<file path="src/rtl/amptr_pkg.sv">
// Purpose: Constants for the amplifier control and offset trim register bank
// Assumes: APB slave, 32-bit data, word-aligned registers
// Notes:   Functional notes below
//
// Functional notes
// - Bit 7 of amp_control reads 1 when the positive input is above the negative input, else 0.
// - Bit 6 of amp_control enables the amplifier when 1, disables it when 0, and resets to 0.
// - The gain field at bits 3:2 selects feedback ratios 20, 30, 40 and 60 for codes 00 to 11.
// - Bits 5:4 and 1:0 of amp_control and bits 7:5 of amp_switch_select read as zero.
// - Bit 7 of amp_offset_trim selects normal operation at 0 and offset calibration at 1.
// - Bit 6 of amp_offset_trim picks the inverting input as reference at 0, the non-inverting at 1.
// - Bits 5:0 of amp_offset_trim hold a read/write trim value that resets to 6'b100000.
// - Bits 4:0 of amp_switch_select close switches 4 to 0 when 1, and all reset open.
package amptr_pkg;
   localparam logic [11:0] AMPTR_OFF_CONTROL = 12'h000;
   localparam logic [11:0] AMPTR_OFF_TRIM    = 12'h004;
   localparam logic [11:0] AMPTR_OFF_SWITCH  = 12'h008;
   localparam int          AMPTR_CMP_BIT     = 7;
   localparam int          AMPTR_EN_BIT      = 6;
   localparam int          AMPTR_GAIN_LO     = 2;
   localparam int          AMPTR_MODE_BIT    = 7;
   localparam int          AMPTR_REF_BIT     = 6;
   localparam int          AMPTR_TRIM_W      = 6;
   localparam int          AMPTR_SW_N        = 5;
   localparam logic [5:0]  AMPTR_TRIM_RST    = 6'h20;
   localparam logic [1:0]  AMPTR_GAIN_RST    = 2'h0;
   localparam logic [6:0]  AMPTR_RATIO_20    = 7'h14;
   localparam logic [6:0]  AMPTR_RATIO_30    = 7'h1e;
   localparam logic [6:0]  AMPTR_RATIO_40    = 7'h28;
   localparam logic [6:0]  AMPTR_RATIO_60    = 7'h3c;
   typedef enum logic [1:0] {
      AMPTR_ST_IDLE   = 2'b01,
      AMPTR_ST_ACCESS = 2'b10
   } amptr_state_t;
endpackage

</file>
<file path="src/rtl/amptr_regs.sv">
// Purpose: APB register bank for amplifier enable, gain, switches and offset trim
// Assumes: Compare input is synchronous to pclk
// Notes:   Answers in the access cycle; unmapped addresses read zero and raise pslverr
//
// Our own choices: the APB interface to the registers and the placing of the registers.
`timescale 1ns/10ps
module amptr_regs
   import amptr_pkg::*;
(
   // APB
   input  wire logic        pclk,
   input  wire logic        presetn,
   input  wire logic        psel,
   input  wire logic        penable,
   input  wire logic        pwrite,
   input  wire logic [11:0] paddr,
   input  wire logic [31:0] pwdata,
   input  wire logic [3:0]  pstrb,
   output logic      [31:0] prdata,
   output logic             pready,
   output logic             pslverr,
   // Analog side
   input  wire logic        amp_compare_out,
   output logic             amp_enable,
   output logic      [1:0]  gain_ratio_sel,
   output logic      [6:0]  gain_ratio,
   output logic             trim_mode_sel,
   output logic             trim_reference_sel,
   output logic      [5:0]  trim_value,
   output logic      [4:0]  switch_close_bits
);
   typedef struct packed {
      amptr_state_t st;
      logic         en;
      logic [1:0]   gain;
      logic         mode;
      logic         refsel;
      logic [5:0]   trim;
      logic [4:0]   sw;
      logic [31:0]  rdata;
      logic         err;
   } amptr_regs_t;

   amptr_regs_t s_r;
   amptr_regs_t s_nxt;
   logic        hit_ctl;
   logic        hit_trim;
   logic        hit_sw;
   logic        hit_any;
   logic        wr_lane0;
   logic [31:0] rd_mux;

   ////////////////////////////////////////////////////////////////////////
   assign hit_ctl  = (paddr == AMPTR_OFF_CONTROL);
   assign hit_trim = (paddr == AMPTR_OFF_TRIM);
   assign hit_sw   = (paddr == AMPTR_OFF_SWITCH);
   assign hit_any  = hit_ctl | hit_trim | hit_sw;
   assign wr_lane0 = psel & penable & pwrite & pstrb[0];

   // Reserved bits stay zero by construction
   always_comb begin
      rd_mux = 32'h0000_0000;
      if (hit_ctl) begin
         rd_mux[AMPTR_CMP_BIT]              = amp_compare_out;
         rd_mux[AMPTR_EN_BIT]               = s_r.en;
         rd_mux[AMPTR_GAIN_LO +: 2]         = s_r.gain;
      end else if (hit_trim) begin
         rd_mux[AMPTR_MODE_BIT]             = s_r.mode;
         rd_mux[AMPTR_REF_BIT]              = s_r.refsel;
         rd_mux[AMPTR_TRIM_W-1:0]           = s_r.trim;
      end else if (hit_sw) begin
         rd_mux[AMPTR_SW_N-1:0]             = s_r.sw;
      end
   end

   ////////////////////////////////////////////////////////////////////////
   always_comb begin
      s_nxt = s_r;
      case (s_r.st)
         AMPTR_ST_IDLE: begin
            if (psel) begin
               s_nxt.st    = AMPTR_ST_ACCESS;
               s_nxt.rdata = pwrite ? 32'h0000_0000 : rd_mux;
               s_nxt.err   = ~hit_any;
            end
         end
         AMPTR_ST_ACCESS: begin
            s_nxt.st = AMPTR_ST_IDLE;
            // Write lands at the single completing edge
            if (wr_lane0 && hit_ctl) begin
               s_nxt.en   = pwdata[AMPTR_EN_BIT];
               s_nxt.gain = pwdata[AMPTR_GAIN_LO +: 2];
            end
            if (wr_lane0 && hit_trim) begin
               s_nxt.mode   = pwdata[AMPTR_MODE_BIT];
               s_nxt.refsel = pwdata[AMPTR_REF_BIT];
               s_nxt.trim   = pwdata[AMPTR_TRIM_W-1:0];
            end
            if (wr_lane0 && hit_sw) begin
               s_nxt.sw = pwdata[AMPTR_SW_N-1:0];
            end
         end
         default: s_nxt.st = AMPTR_ST_IDLE;
      endcase
   end

   always_ff @(posedge pclk or negedge presetn) begin
      if (!presetn) begin
         s_r.st     <= AMPTR_ST_IDLE;
         s_r.en     <= 1'b0;
         s_r.gain   <= AMPTR_GAIN_RST;
         s_r.mode   <= 1'b0;
         s_r.refsel <= 1'b0;
         s_r.trim   <= AMPTR_TRIM_RST;
         s_r.sw     <= 5'h00;
         s_r.rdata  <= 32'h0000_0000;
         s_r.err    <= 1'b0;
      end else begin
         s_r <= s_nxt;
      end
   end

   ////////////////////////////////////////////////////////////////////////
   // Read data is latched at setup, so the compare bit seen is one cycle old
   assign pready             = (s_r.st == AMPTR_ST_ACCESS);
   assign prdata             = s_r.rdata;
   assign pslverr            = pready & s_r.err;
   assign amp_enable         = s_r.en;
   assign gain_ratio_sel     = s_r.gain;
   assign trim_mode_sel      = s_r.mode;
   assign trim_reference_sel = s_r.refsel;
   assign trim_value         = s_r.trim;
   assign switch_close_bits  = s_r.sw;

   amptr_gain_dec u_gain (
      .gain_ratio_sel (s_r.gain),
      .gain_ratio     (gain_ratio)
   );

   ////////////////////////////////////////////////////////////////////////
   // Masks of implemented read bits, built from the field constants
   localparam logic [31:0] AMPTR_CTL_USED = (32'h0000_0001 << AMPTR_CMP_BIT) | (32'h0000_0001 << AMPTR_EN_BIT)
                                          | (32'h0000_0003 << AMPTR_GAIN_LO);
   localparam logic [31:0] AMPTR_SW_USED  = (32'h0000_0001 << AMPTR_SW_N) - 32'h0000_0001;

   // Completed writes, as plain booleans so that checks may negate them
   logic        wr_ctl_done;
   logic        wr_trim_done;
   logic        wr_sw_done;
   assign wr_ctl_done  = wr_lane0 & hit_ctl & pready;
   assign wr_trim_done = wr_lane0 & hit_trim & pready;
   assign wr_sw_done   = wr_lane0 & hit_sw & pready;
endmodule

</file>
<file path="src/rtl/amptr_gain_dec.sv">
// Purpose: Decode the gain field into a feedback ratio
// Assumes: Pure combinational
// Notes:   Ratio is an integer R2/R1 for the analog trim network
`timescale 1ns/10ps
module amptr_gain_dec
   import amptr_pkg::*;
(
   // Select
   input  wire logic [1:0] gain_ratio_sel,
   // Ratio
   output logic      [6:0] gain_ratio
);
   always_comb begin
      case (gain_ratio_sel)
         2'h0:    gain_ratio = AMPTR_RATIO_20;
         2'h1:    gain_ratio = AMPTR_RATIO_30;
         2'h2:    gain_ratio = AMPTR_RATIO_40;
         default: gain_ratio = AMPTR_RATIO_60;
      endcase
   end
endmodule

</file>
<file path="config.mk">
export PLATFORM = sky130hd
export DESIGN_NAME = amptr_regs
export DESIGN_NICKNAME = d
export VERILOG_FILES = /design/src/rtl/amptr_pkg.sv /design/src/rtl/amptr_regs.sv /design/src/rtl/amptr_gain_dec.sv
export SDC_FILE = /design/constraint.sdc
export NUM_CORES = 1
export LEC_CHECK = 0
export ABC_AREA = 1
export ABC_CLOCK_PERIOD_IN_PS = 3050
export BUFFER_PORTS_ARGS = -buffer_cell sky130_fd_sc_hd__buf_2
export CAP_MARGIN = 40
export CORE_MARGIN = 1
export CORE_UTILIZATION = 30
export DETAILED_ROUTE_END_ITERATION = 7
export GPL_TIMING_DRIVEN = 1
export PLACE_DENSITY_LB_ADDON = 0.2
export SLEW_MARGIN = 25
export SYNTH_ARGS = -nofsm -noshare
export SYNTH_HDL_FRONTEND = slang
export SYNTH_SLANG_ARGS = --single-unit
export TNS_END_PERCENT = 1
</file>
<file path="constraint.sdc">
create_clock -name pclk -period 3.05 [get_ports pclk]
set_input_delay 0.305 -clock pclk [delete_from_list [all_inputs] [get_ports pclk]]
set_output_delay 0.305 -clock pclk [all_outputs]
set_load 0.005 [all_outputs]
</file>
==> metrics, run 1 <==
status complete, no violations; I/O Pins 111; TritonRoute pass-1 iters 4; Clk pwr share 0.323; min-delay worst type in -> async; measured slew at the worst slew-check pin 0.605 ns; Ys Warns 0; Worst Setup EP pslverr; TritonCTS clock tree built; largest net degree at the start of global routing 28; vias in the first global route 1,152; Finished Core Util 0.334; crit path kind reg -> out; Reg2Reg Depth 8; maximum clock insertion buffer count 2; RePlAce Congestion 0.700; initial antenna violation count 0; Root Buffer clkbuf_8; Switch Pwr 0.000157 W; mux cell area share after synthesis 0; Final period util 0.478; main combinational cell family by area after synthesis buffers and inverters; Fin. Hold Viols 0; Synth Area in XOR/XNOR 0; RR Startpoint s_r[49]; Distinct cells, synth 24; worst path arrival time 1.15 ns; commonest non-fill, non-tap cells in the layout buf_2 (57), nand2_1 (56), conb_1 (26); share of post-route cells with drive strength above 1 0.347; fmax 686 MHz; Detail Route Antenna Nets 0; Sw Share 0.249; Critical Path RT 2.74 ns; Slew headroom 0.597; Worst Setup SP s_r[49]; commonest non-fill, non-tap cell in the layout buf_2; worst vdd ir 150 uV; post-synthesis average cell area 8.06 um2; fillers 631; Resized Gates After CTS 0; area of the mapped netlist 1730 um2; Ant. Diodes 0; Routed wire per std cell 10.3 um; logic gate share of total power 0.101; Synth Register Bits 27; PwrDens 340 nW/um2; synthesized-area fraction occupied by and/or/nand/nor cells 0.255; cts bufs inserted 3; Worst R2R End prdata[0]; sequential fraction of the synthesis area 0.393; CP max FO 3; die width 77.8 um; Die Area 6060 um2; RSZ-0062 raised after global routing false; adder-cell area share of the yosys netlist 0; Critical Path Source Type flop; setup total negative slack 0 ns; grt total ovfl 0; Syn Inst Count 214; Setup Skew 0.00122 ns; Core Area 5540 um2; initial detailed-routing violation count 36; Syn-to-layout area delta 7.40%; Sink Count 27; R2R setup slack 1.64 ns; post-synthesis compound-gate area fraction 0.0798; DR vias 1,264; Port Buffer Count 57; CTS Hold Bufs 0; Routed WL 3.31 mm; final setup vio count 0; gr usage total 0.116; LEAKAGE 1.08 nW; Site Rows 27; Post-CTS Setup Inserts 0; Crit. End Element output pin; Nets 303; Seq pwr share 0.576; final slew viol count 0; DRC violations left 0; Reg clk slew, reported paths 0.09 ns; Starting Density 0.311; DIE HEIGHT 77.8 um; clock latency on the worst-skew pair 0.27 ns; P_int 0.000473 W; DPL Wire Length 2.60 mm; first-pass GRT wire length 5.56 mm; fin crit period 1.46 ns; H-tree depth 1; # Max-Cap Violations 0; Via density 3.95
## metal layers
metal / vias up / track usage / part of all wire / wire length [um]
met2: 48 / 0.180 / 0.44 / 1460
met1: 556 / 0.161 / 0.48 / 1590
met3: 2 / 0.0235 / 0.071 / 235
met4: 0 / 0.0340 / 0.0051 / 17
met5: - / 0 / 0 / 0
li1: 658 / - / - / -
## cell type report
| cell class | count | area, um2 | share of cell area |
|---|---|---|---|
| Sequential cell | 27 | 678 | 0.366 |
| Multi-Input combinational cell | 139 | 674 | 0.364 |
| Timing Repair Buffer | 57 | 285 | 0.154 |
| Tap cell | 72 | 90.1 | 0.0486 |
| Inverter | 21 | 78.8 | 0.0425 |
| Clock buffer | 3 | 41.3 | 0.0223 |
| Clock inverter | 1 | 5.00 | 0.00270 |
## stage by stage
stage	std cells	setup WS [ns]	hold WS (ns)	power (W)	cell area, um2
5_1_grt	320	1.49	0.0772	0.000663	1850
2_1_floorplan	239	1.84	0.00941	0.000427	1820
3_3_place_gp	316	1.36	0.364	0.000435	1810
4_1_cts	320	1.57	0.0531	0.000644	1850
6_report	320	1.59	0.0311	0.000629	1850
3_5_place_dp	316	1.36	0.359	0.000435	1810
## how the worst min path moves through the flow
stage          cells after the start  slack [ns]                end
2_1_floorplan                      0       0.009         amp_enable
3_3_place_gp                       1        0.36  gain_ratio_sel[0]
3_5_place_dp                       1        0.36  gain_ratio_sel[0]
4_1_cts                            1        0.05  gain_ratio_sel[0]
5_1_grt                            1        0.08      trim_value[2]
6_report                           1        0.03  gain_ratio_sel[0]
## cell usage after synthesis
master,number,share of area
a21oi_2,1,0.0051
and2_1,1,0.0036
buf_2,1,0.0029
buf_4,49,0.21
buf_6,1,0.0065
clkbuf_1,1,0.0022
conb_1,1,0.0022
dfrtp_1,25,0.36
dfstp_2,2,0.030
inv_1,17,0.037
inv_2,4,0.0087
nand2_1,56,0.12
nand2_2,2,0.0073
nand3_1,15,0.044
nand3_2,1,0.0058
nand3_4,1,0.010
nand4_1,1,0.0036
nor2_1,7,0.015
nor2_2,3,0.011
nor2_4,5,0.033
o211ai_1,2,0.0087
o21ai_1,11,0.032
o21ai_2,6,0.030
o22ai_1,1,0.0036
## state kept, by name, indices dropped and copies added, names as in the netlist
| register | flops |
|---|---|
| prdata | 8 |
| trim_value | 6 |
| switch_close_bits | 5 |
| s_r | 3 |
| gain_ratio_sel | 2 |
| amp_enable | 1 |
| trim_mode_sel | 1 |
| trim_reference_sel | 1 |
## power by group through the flow
stage               sequential (W)  combinational, W  clock, W
global placement          0.000370         0.0000650         0
global route              0.000363         0.0000734  0.000226
finish                    0.000363         0.0000636  0.000203
detailed placement        0.000370         0.0000648         0
CTS                       0.000363         0.0000650  0.000216
floorplan                 0.000370         0.0000568         0
## kinds of logic after synthesis
logic type | Yosys count
AOI/OAI and AO/OA | 21
buffers and inverters | 73
DFF | 27
other | 1
and+or+nand+nor | 92
## critical path, stage by stage (launching register included)
cell	delay, ns
dfstp_2	0.53
inv_1	0.03
nand2_1	0.13
nor2_1	0.06
buf_2	0.12
(Power assumes the default switching activity.)
==> run 2, diff against run 1 <==
- ABC_AREA: 1 -> 0
- ABC_CLOCK_PERIOD_IN_PS: 3050 -> 1200
- clock period: 3.05 -> 1.2 ns (I/O delays scaled with it)
==> run 2 against run 1 <==
Net effect:
- sequential share of layout area shrank 1.9 points
- sequential power rose to 2.5 times the previous value
- power rose to 2.6 times the previous value
- synthesized cell count down 29%
- the flow now finishes with violations (setup timing)
- final cell count is 15% lower
- synthesized area shrank 8.9%
- non-clock buffer count rose by 20
- routed wire length shrank 1.4%
- critical path type is now reg -> reg
- critical path depth is the same
- die area down 8.7%
- clock skew increased by 0.0020 ns
==> metrics, run 2 <==
status finished with violations; failing checks setup timing; Port Buffer Count 57 (unchanged); Reg clk slew, reported paths 0.09 ns (about the same); Detail Route Antenna Nets 0 (unchanged); RSZ-0062 raised after global routing true; CP Cell Sequence nor3b_2, and4b_1, buf_4, mux2_1; post-synthesis average cell area 10.4 um2 (+29%); Post-synth EDFFs 0 (unchanged); Placed Cells incl. Taps 268 (-15%); Final period util 1.17; TritonRoute pass-1 iters 4 (unchanged); Ys Warns 0 (unchanged); Clk pwr share 0.317 (-0.006); commonest cells in the netlist buf_4 (49), dfrtp_1 (25), nand2_1 (12), o21ai_0 (10); Syn-to-layout area delta 24.7%; initial detailed-routing violation count 44 (+22%); commonest non-fill, non-tap cell in the layout buf_2; logic gate share of total power 0.124 (+0.023); worst vdd ir 427 uV (+190%); Root Buffer clkbuf_8; Fin. Hold Viols 0 (unchanged); Setup Skew 0.00324 ns (+0.00202 ns); cts bufs inserted 3 (unchanged); final instance area 1960 um2 (+5.7%); final setup vio count 28 (+28); DIE HEIGHT 74.4 um (-4.4%); die width 74.4 um (-4.4%); TritonCTS clock tree built; largest area contributor in the netlist dfrtp_1; Core Area 4880 um2 (-12%); Sink Count 27 (unchanged); DPL Wire Length 2.55 mm (-1.9%); main flop type after synthesis dfrtp_1; worst path arrival time 1.57 ns (+0.42 ns); Nets 261 (-14%); Distinct cells, synth 28 (+17%); min-delay worst type in -> reg; Post-CTS Setup Inserts 0 (unchanged); ranking of synthesized cells by area dfrtp_1 (40%), buf_4 (23%), mux2_1 (5.7%), mux2_2 (5.7%), dfstp_2 (3.3%); crit path kind reg -> reg; Largest register FFs 8 (unchanged); RePlAce Congestion 0.718 (+2.6%); vias in the first global route 1,007 (-13%); sequential fraction of the synthesis area 0.432 (+0.0385); Crit. End Element flop; Ant. Diodes 0 (unchanged); Starting Density 0.322 (+0.0106); Seq pwr share 0.559 (-0.017); DRC violations left 0 (unchanged); Routed WL 3.26 mm (-1.4%); Finished Core Util 0.402 (+0.0671); CP max FO 3 (unchanged); LEAKAGE 1.06 nW (-1.8%); area of the mapped netlist 1570 um2 (-8.9%); I/O Pins 111 (unchanged); share of post-route cells with drive strength above 1 0.524 (+0.177); grt total ovfl 0 (unchanged); pre-CTS setup slack -0.450 ns (-1.81 ns); Design Power 0.00166 W (+160%); fmax 710 MHz; measured slew at the worst slew-check pin 0.611 ns (+0.00684 ns); P_int 0.00124 W (+160%); final slew viol count 0 (unchanged); gr usage total 0.119 (+0.00312); Synth async-reset ratio 1.00 (unchanged); Synth Register Bits 27 (unchanged); Syn Inst Count 151 (-29%); clock latency on the worst-skew pair 0.27 ns (about the same); maximum clock insertion buffer count 2 (unchanged); H-tree depth 1 (unchanged); final setup margin -0.208 ns (-1.80 ns); # Max-Cap Violations 0 (unchanged); Site Rows 25 (-7.4%); Switch Pwr 0.000411 W (+160%); Via density 4.10 (+3.7%); Sw Share 0.249 (-0.000445); Crit path largest cell delay 0.40 ns (-0.13 ns); fin cells 273 (-15%); Die Area 5530 um2 (-8.7%); top cell type's share of synthesized area 0.398 (+0.0355); Slew headroom 0.592 (-0.00456); largest net degree at the start of global routing 28 (unchanged); fin crit period 1.41 ns; DR vias 1,118 (-12%); PwrDens 845 nW/um2 (+150%); Routed wire per std cell 11.9 um (+16%); Placement Cell Area 1820 um2 (+0.97%); initial antenna violation count 0 (unchanged); Critical Path RT 1.36 ns (-1.38 ns); first-pass GRT wire length 4.87 mm (-12%); fillers 486 (-23%); most numerous cell in the Yosys netlist buf_4; Critical Path Source Type flop; commonest non-fill, non-tap cells in the layout buf_2 (56), conb_1 (26), dfrtp_1 (23); slowest CP cell dfstp_2
-- run 2: cell count changes after synthesis, sizes merged, moves of 3 or more --
| cell | before | now |
|---|---|---|
| inv | 21 | 4 |
| nand3 | 17 | 1 |
| nor2 | 15 | 6 |
| nor2b | 0 | 3 |
| a22oi | 0 | 3 |
| mux2 | 0 | 16 |
| o21ai | 17 | 10 |
| nand2 | 58 | 12 |
-- run 2: per-stage QoR --
stage,hold WS [ns],setup TNS [ns]
CTS,0.0673,-4.48
finish,0.0690,-4.09
global route,0.0683,-5.74
global placement,0.176,-7.10
floorplan,-0.176,-3.17
detailed placement,0.170,-7.34
-- run 2: worst paths after layout --
check                          start                 end  slack, ns  cells after the start
max                          s_r[49]  trim_reference_sel      -0.21                      4
min                        pwdata[7]       trim_mode_sel       0.07                      2
max reg2reg                  s_r[49]  trim_reference_sel      -0.21                      4
min reg2reg                prdata[7]           prdata[7]       0.49                      2
max in group asynchronous    presetn   gain_ratio_sel[0]       0.39                      2
min in group asynchronous    presetn   gain_ratio_sel[1]       0.37                      2
-- run 2: cell families (layout without fill, tap and decap cells) --
group / Yosys count / after routing / share of synthesized area
buffers and inverters: 55 / 85 / 0.248
AND/OR/NAND/NOR: 34 / 34 / 0.129
flip-flops: 27 / 27 / 0.432
multiplexers: 18 / 18 / 0.127
AO/OA/AOI/OAI: 16 / 16 / 0.0613
other: 1 / 26 / 0.00239
-- run 2: power by group through the flow --
| stage | sequential, W | clock, W | combinational (W) |
|---|---|---|---|
| after CTS | 0.000924 | 0.000549 | 0.000209 |
| after global routing | 0.000926 | 0.000572 | 0.000234 |
| after floorplan | 0.000944 | 0 | 0.000125 |
| final | 0.000925 | 0.000525 | 0.000206 |
| after global placement | 0.000942 | 0 | 0.000198 |
| after detailed placement | 0.000941 | 0 | 0.000197 |
-- run 2: per-layer routing --
layer,vias up,share of wire,track usage
li1,547,-,-
met1,522,0.44,0.153
met2,45,0.49,0.195
met3,4,0.058,0.0230
met4,0,0.012,0.0503
met5,-,0,0
-- run 2: final cells by class --
type                    instances  area (um2)  share of cell area
multi-input cells              94         682               0.348
flip-flops and latches         27         681               0.347
clock buffers                   3        41.3              0.0211
repair buffers                 77         452               0.231
clock inverters                 1        5.00             0.00255
inverters                       4        15.0             0.00766
well taps                      67        83.8              0.0428
-- run 2: worst max-delay path, delay by kind of cell (launching register included) --
kind | cells | cell delay, ns
buf+inv | 1 | 0.14
flops | 1 | 0.40
simple gates | 2 | 0.44
mux | 1 | 0.31
-- run 2: timing repair --
| action | 4_1_cts | 5_1_grt |
|---|---|---|
| gates resized for setup | 29 | 1 |
| endpoints found under the hold margin | 25 | 0 |
| pin swaps | 8 | 0 |
| setup endpoints to repair | 28 | 28 |
| hold buffers | 1 | 0 |
==> run 3, diff against run 2 <==
- SYNTH_HIERARCHICAL: not set -> 1
==> run 3 against run 2 <==
Net effect:
- the run still ends with setup timing left
- final cell count is 1.8% lower
- non-clock buffer count is 3 lower
- first-iteration DRC count is 64% lower
- synthesized cell count is 3.3% lower
- clock skew hardly changed
- sequential power is 0.4% higher
- critical endpoint unchanged
- largest cell class unchanged
==> metrics, run 3 <==
sequential fraction of the synthesis area 0.417 (-0.0149); I/O Pins 111 (unchanged); Synth Register Bits 27 (unchanged); top cell type's share of synthesized area 0.384 (-0.0138); RR Startpoint s_r[50]; largest net degree at the start of global routing 28 (unchanged); RePlAce Congestion 0.665 (-7.3%); commonest cells in the netlist buf_4 (48), dfrtp_1 (25), mux2_2 (14), nand2_1 (5), nor2_1 (5); # Max-Cap Violations 0 (unchanged); status finished with violations; largest area contributor in the netlist dfrtp_1; H-tree depth 1 (unchanged); Starting Density 0.315 (-0.00734); commonest non-fill, non-tap cell in the layout buf_2; final setup margin -0.244 ns (-0.0361 ns); Core Area 5170 um2 (+6.0%); LEAKAGE 1.11 nW (+5.3%); P_int 0.00126 W (+1.1%); Critical Path Source Type flop; Sink Count 27 (unchanged); initial detailed-routing violation count 16 (-64%); cts bufs inserted 3 (unchanged); main flop type after synthesis dfrtp_1; Root Buffer clkbuf_8; CP Cell Sequence nor3b_4, nand4b_4, mux2_4; Design Power 0.00165 W (-0.30%); Seq pwr share 0.563 (+0.004); worst vdd ir 360 uV (-16%); Ys Warns 6 (+6); Ant. Diodes 0 (unchanged); area of the mapped netlist 1630 um2 (+3.6%); failing checks setup timing; most numerous cell in the Yosys netlist buf_4; Die Area 5720 um2 (+3.5%); Crit path largest cell delay 0.39 ns (about the same); Syn-to-layout area delta 19.7%; Worst Setup SP s_r[50]; Setup Skew 0.00341 ns (+0.000171 ns); Distinct cells, synth 33 (+18%); Detail Route Antenna Nets 0 (unchanged); share of post-route cells with drive strength above 1 0.561 (+0.0363); fmax 692 MHz (-2.5%); first-pass GRT wire length 4.53 mm (-6.9%); R2R setup slack -0.24 ns (-0.04 ns); commonest non-fill, non-tap cells in the layout buf_2 (57), conb_1 (26), dfrtp_1 (24); Final period util 1.20 (+0.0301); TritonCTS clock tree built; CP max FO 8 (+5); Reg clk slew, reported paths 0.09 ns (about the same); DR vias 1,093 (-2.2%); vias in the first global route 975 (-3.2%); final slew viol count 0 (unchanged); final setup vio count 25 (-11%); fin cells 268 (-1.8%); Routed wire per std cell 11.5 um (-3.6%); Syn Inst Count 146 (-3.3%); grt total ovfl 0 (unchanged); Post-synth EDFFs 0 (unchanged); Largest register FFs 8 (unchanged); fin crit period 1.44 ns (+0.0361 ns); Synth async-reset ratio 1.00 (unchanged); die width 75.7 um (+1.7%); DRC violations left 0 (unchanged); initial antenna violation count 0 (unchanged); Fin. Hold Viols 0 (unchanged); CP Depth 3 (-1); Crit. End Element flop; Switch Pwr 0.000393 W (-4.5%); Critical Path RT 1.36 ns (about the same); slowest CP cell dfrtp_1; Clk pwr share 0.314 (-0.003); post-synthesis average cell area 11.1 um2 (+7.1%); fillers 546 (+12%); min-delay worst type in -> reg; clock latency on the worst-skew pair 0.27 ns (about the same); WHS 0.0846 ns (+0.0156 ns); maximum clock insertion buffer count 2 (unchanged); Nets 253 (-3.1%); worst path arrival time 1.61 ns (+0.04 ns); crit path kind reg -> reg; DPL Wire Length 2.42 mm (-5.0%); Routed WL 3.08 mm (-5.4%); RSZ-0062 raised after global routing true; Worst Setup EP trim_reference_sel; Worst R2R End trim_reference_sel; CP delay by family, top simple AND/OR/NAND/NOR gates; logic gate share of total power 0.123 (about the same); gr usage total 0.109 (-0.00936); Site Rows 26 (+4.0%); TritonRoute pass-1 iters 4 (unchanged); Port Buffer Count 57 (unchanged); pre-CTS setup slack -0.322 ns (+0.128 ns); ranking of synthesized cells by area dfrtp_1 (38%), buf_4 (22%), mux2_2 (9.7%), dfstp_2 (3.2%), mux2i_1 (2.5%); Sw Share 0.238 (-0.0103); DIE HEIGHT 75.7 um (+1.7%); Placed Cells incl. Taps 262 (-2.2%); PwrDens 847 nW/um2 (+0.27%); Buf+Inv Stages, Crit Path 0 (-1); Reg2Reg Depth 3 (-1); Via density 4.08 (-0.41%)
[run 3: cell count changes after synthesis, sizes merged, moves of 2 or more]
cell    delta
nand2      -7
o21ai      -6
a221o      +3
a22oi      -3
and2       +3
inv        -3
a21oi      +2
mux2i      +2
o221ai     -2
[run 3: final cells by class]
type | instances | area [um2] | area share
flip-flops and latches | 27 | 679 | 0.349
multi-input cells | 92 | 704 | 0.362
well taps | 70 | 87.6 | 0.0450
clock buffers | 4 | 45.0 | 0.0231
inverters | 1 | 3.75 | 0.00193
repair buffers | 74 | 428 | 0.220
[run 3: worst register-to-register path: stages (launching register included)]
cell and delay (ns):
dfrtp_1 0.39, nor3b_4 0.35, nand4b_4 0.25, mux2_4 0.35
[run 3: stage by stage]
step / utilization / setup TNS [ns] / area (um2)
after detailed placement: 0.358 / -6.27 / 1850
after floorplan: - / -1.96 / 1730
after CTS: 0.373 / -5.39 / 1930
after global placement: 0.358 / -5.96 / 1850
final: 0.377 / -4.85 / 1950
after global routing: 0.377 / -7.02 / 1950
[run 3: what timing repair did]
action,CTS,global route
setup buffers,1,0
hold buffers,1,0
setup endpoints to repair,27,27
cloned,0,0
resized for setup,7,4
pin swaps,9,5
hold endpoints to repair,27,0
[run 3: power by group through the flow]
stage	Sequential, W	Combinational [W]	Clock [W]
2_1_floorplan	0.000946	0.000130	0
3_3_place_gp	0.000947	0.000190	0
3_5_place_dp	0.000947	0.000188	0
4_1_cts	0.000930	0.000205	0.000547
5_1_grt	0.000931	0.000231	0.000567
6_report	0.000929	0.000202	0.000519
[run 3: worst min path at each step]
stage / startpoint / endpoint / slack, ns / depth (start not counted)
5_1_grt: pwdata[7] / trim_mode_sel / 0.07 / 2
2_1_floorplan: presetn / amp_enable / -0.18 / 0
3_5_place_dp: presetn / prdata[5] / 0.08 / 2
3_3_place_gp: presetn / prdata[5] / 0.08 / 2
4_1_cts: pwdata[7] / trim_mode_sel / 0.08 / 2
6_report: pwdata[7] / trim_mode_sel / 0.08 / 2
[run 3: cell families (layout without fill, tap and decap cells)]
kind of cell	Yosys count	count (layout)	synth area share
flops	27	27	0.417
compound gates	11	11	0.0461
simple gates	35	35	0.158
buf+inv	51	79	0.234
other cells	2	26	0.00461
mux	20	20	0.140
[run 3: metal layers]
metal	part of all wire	GRT usage	vias to the layer above
met2	0.49	0.182	49
li1	-	-	530
met3	0.063	0.0198	2
met5	0	0	-
met4	0.0071	0.0432	0
met1	0.44	0.142	512
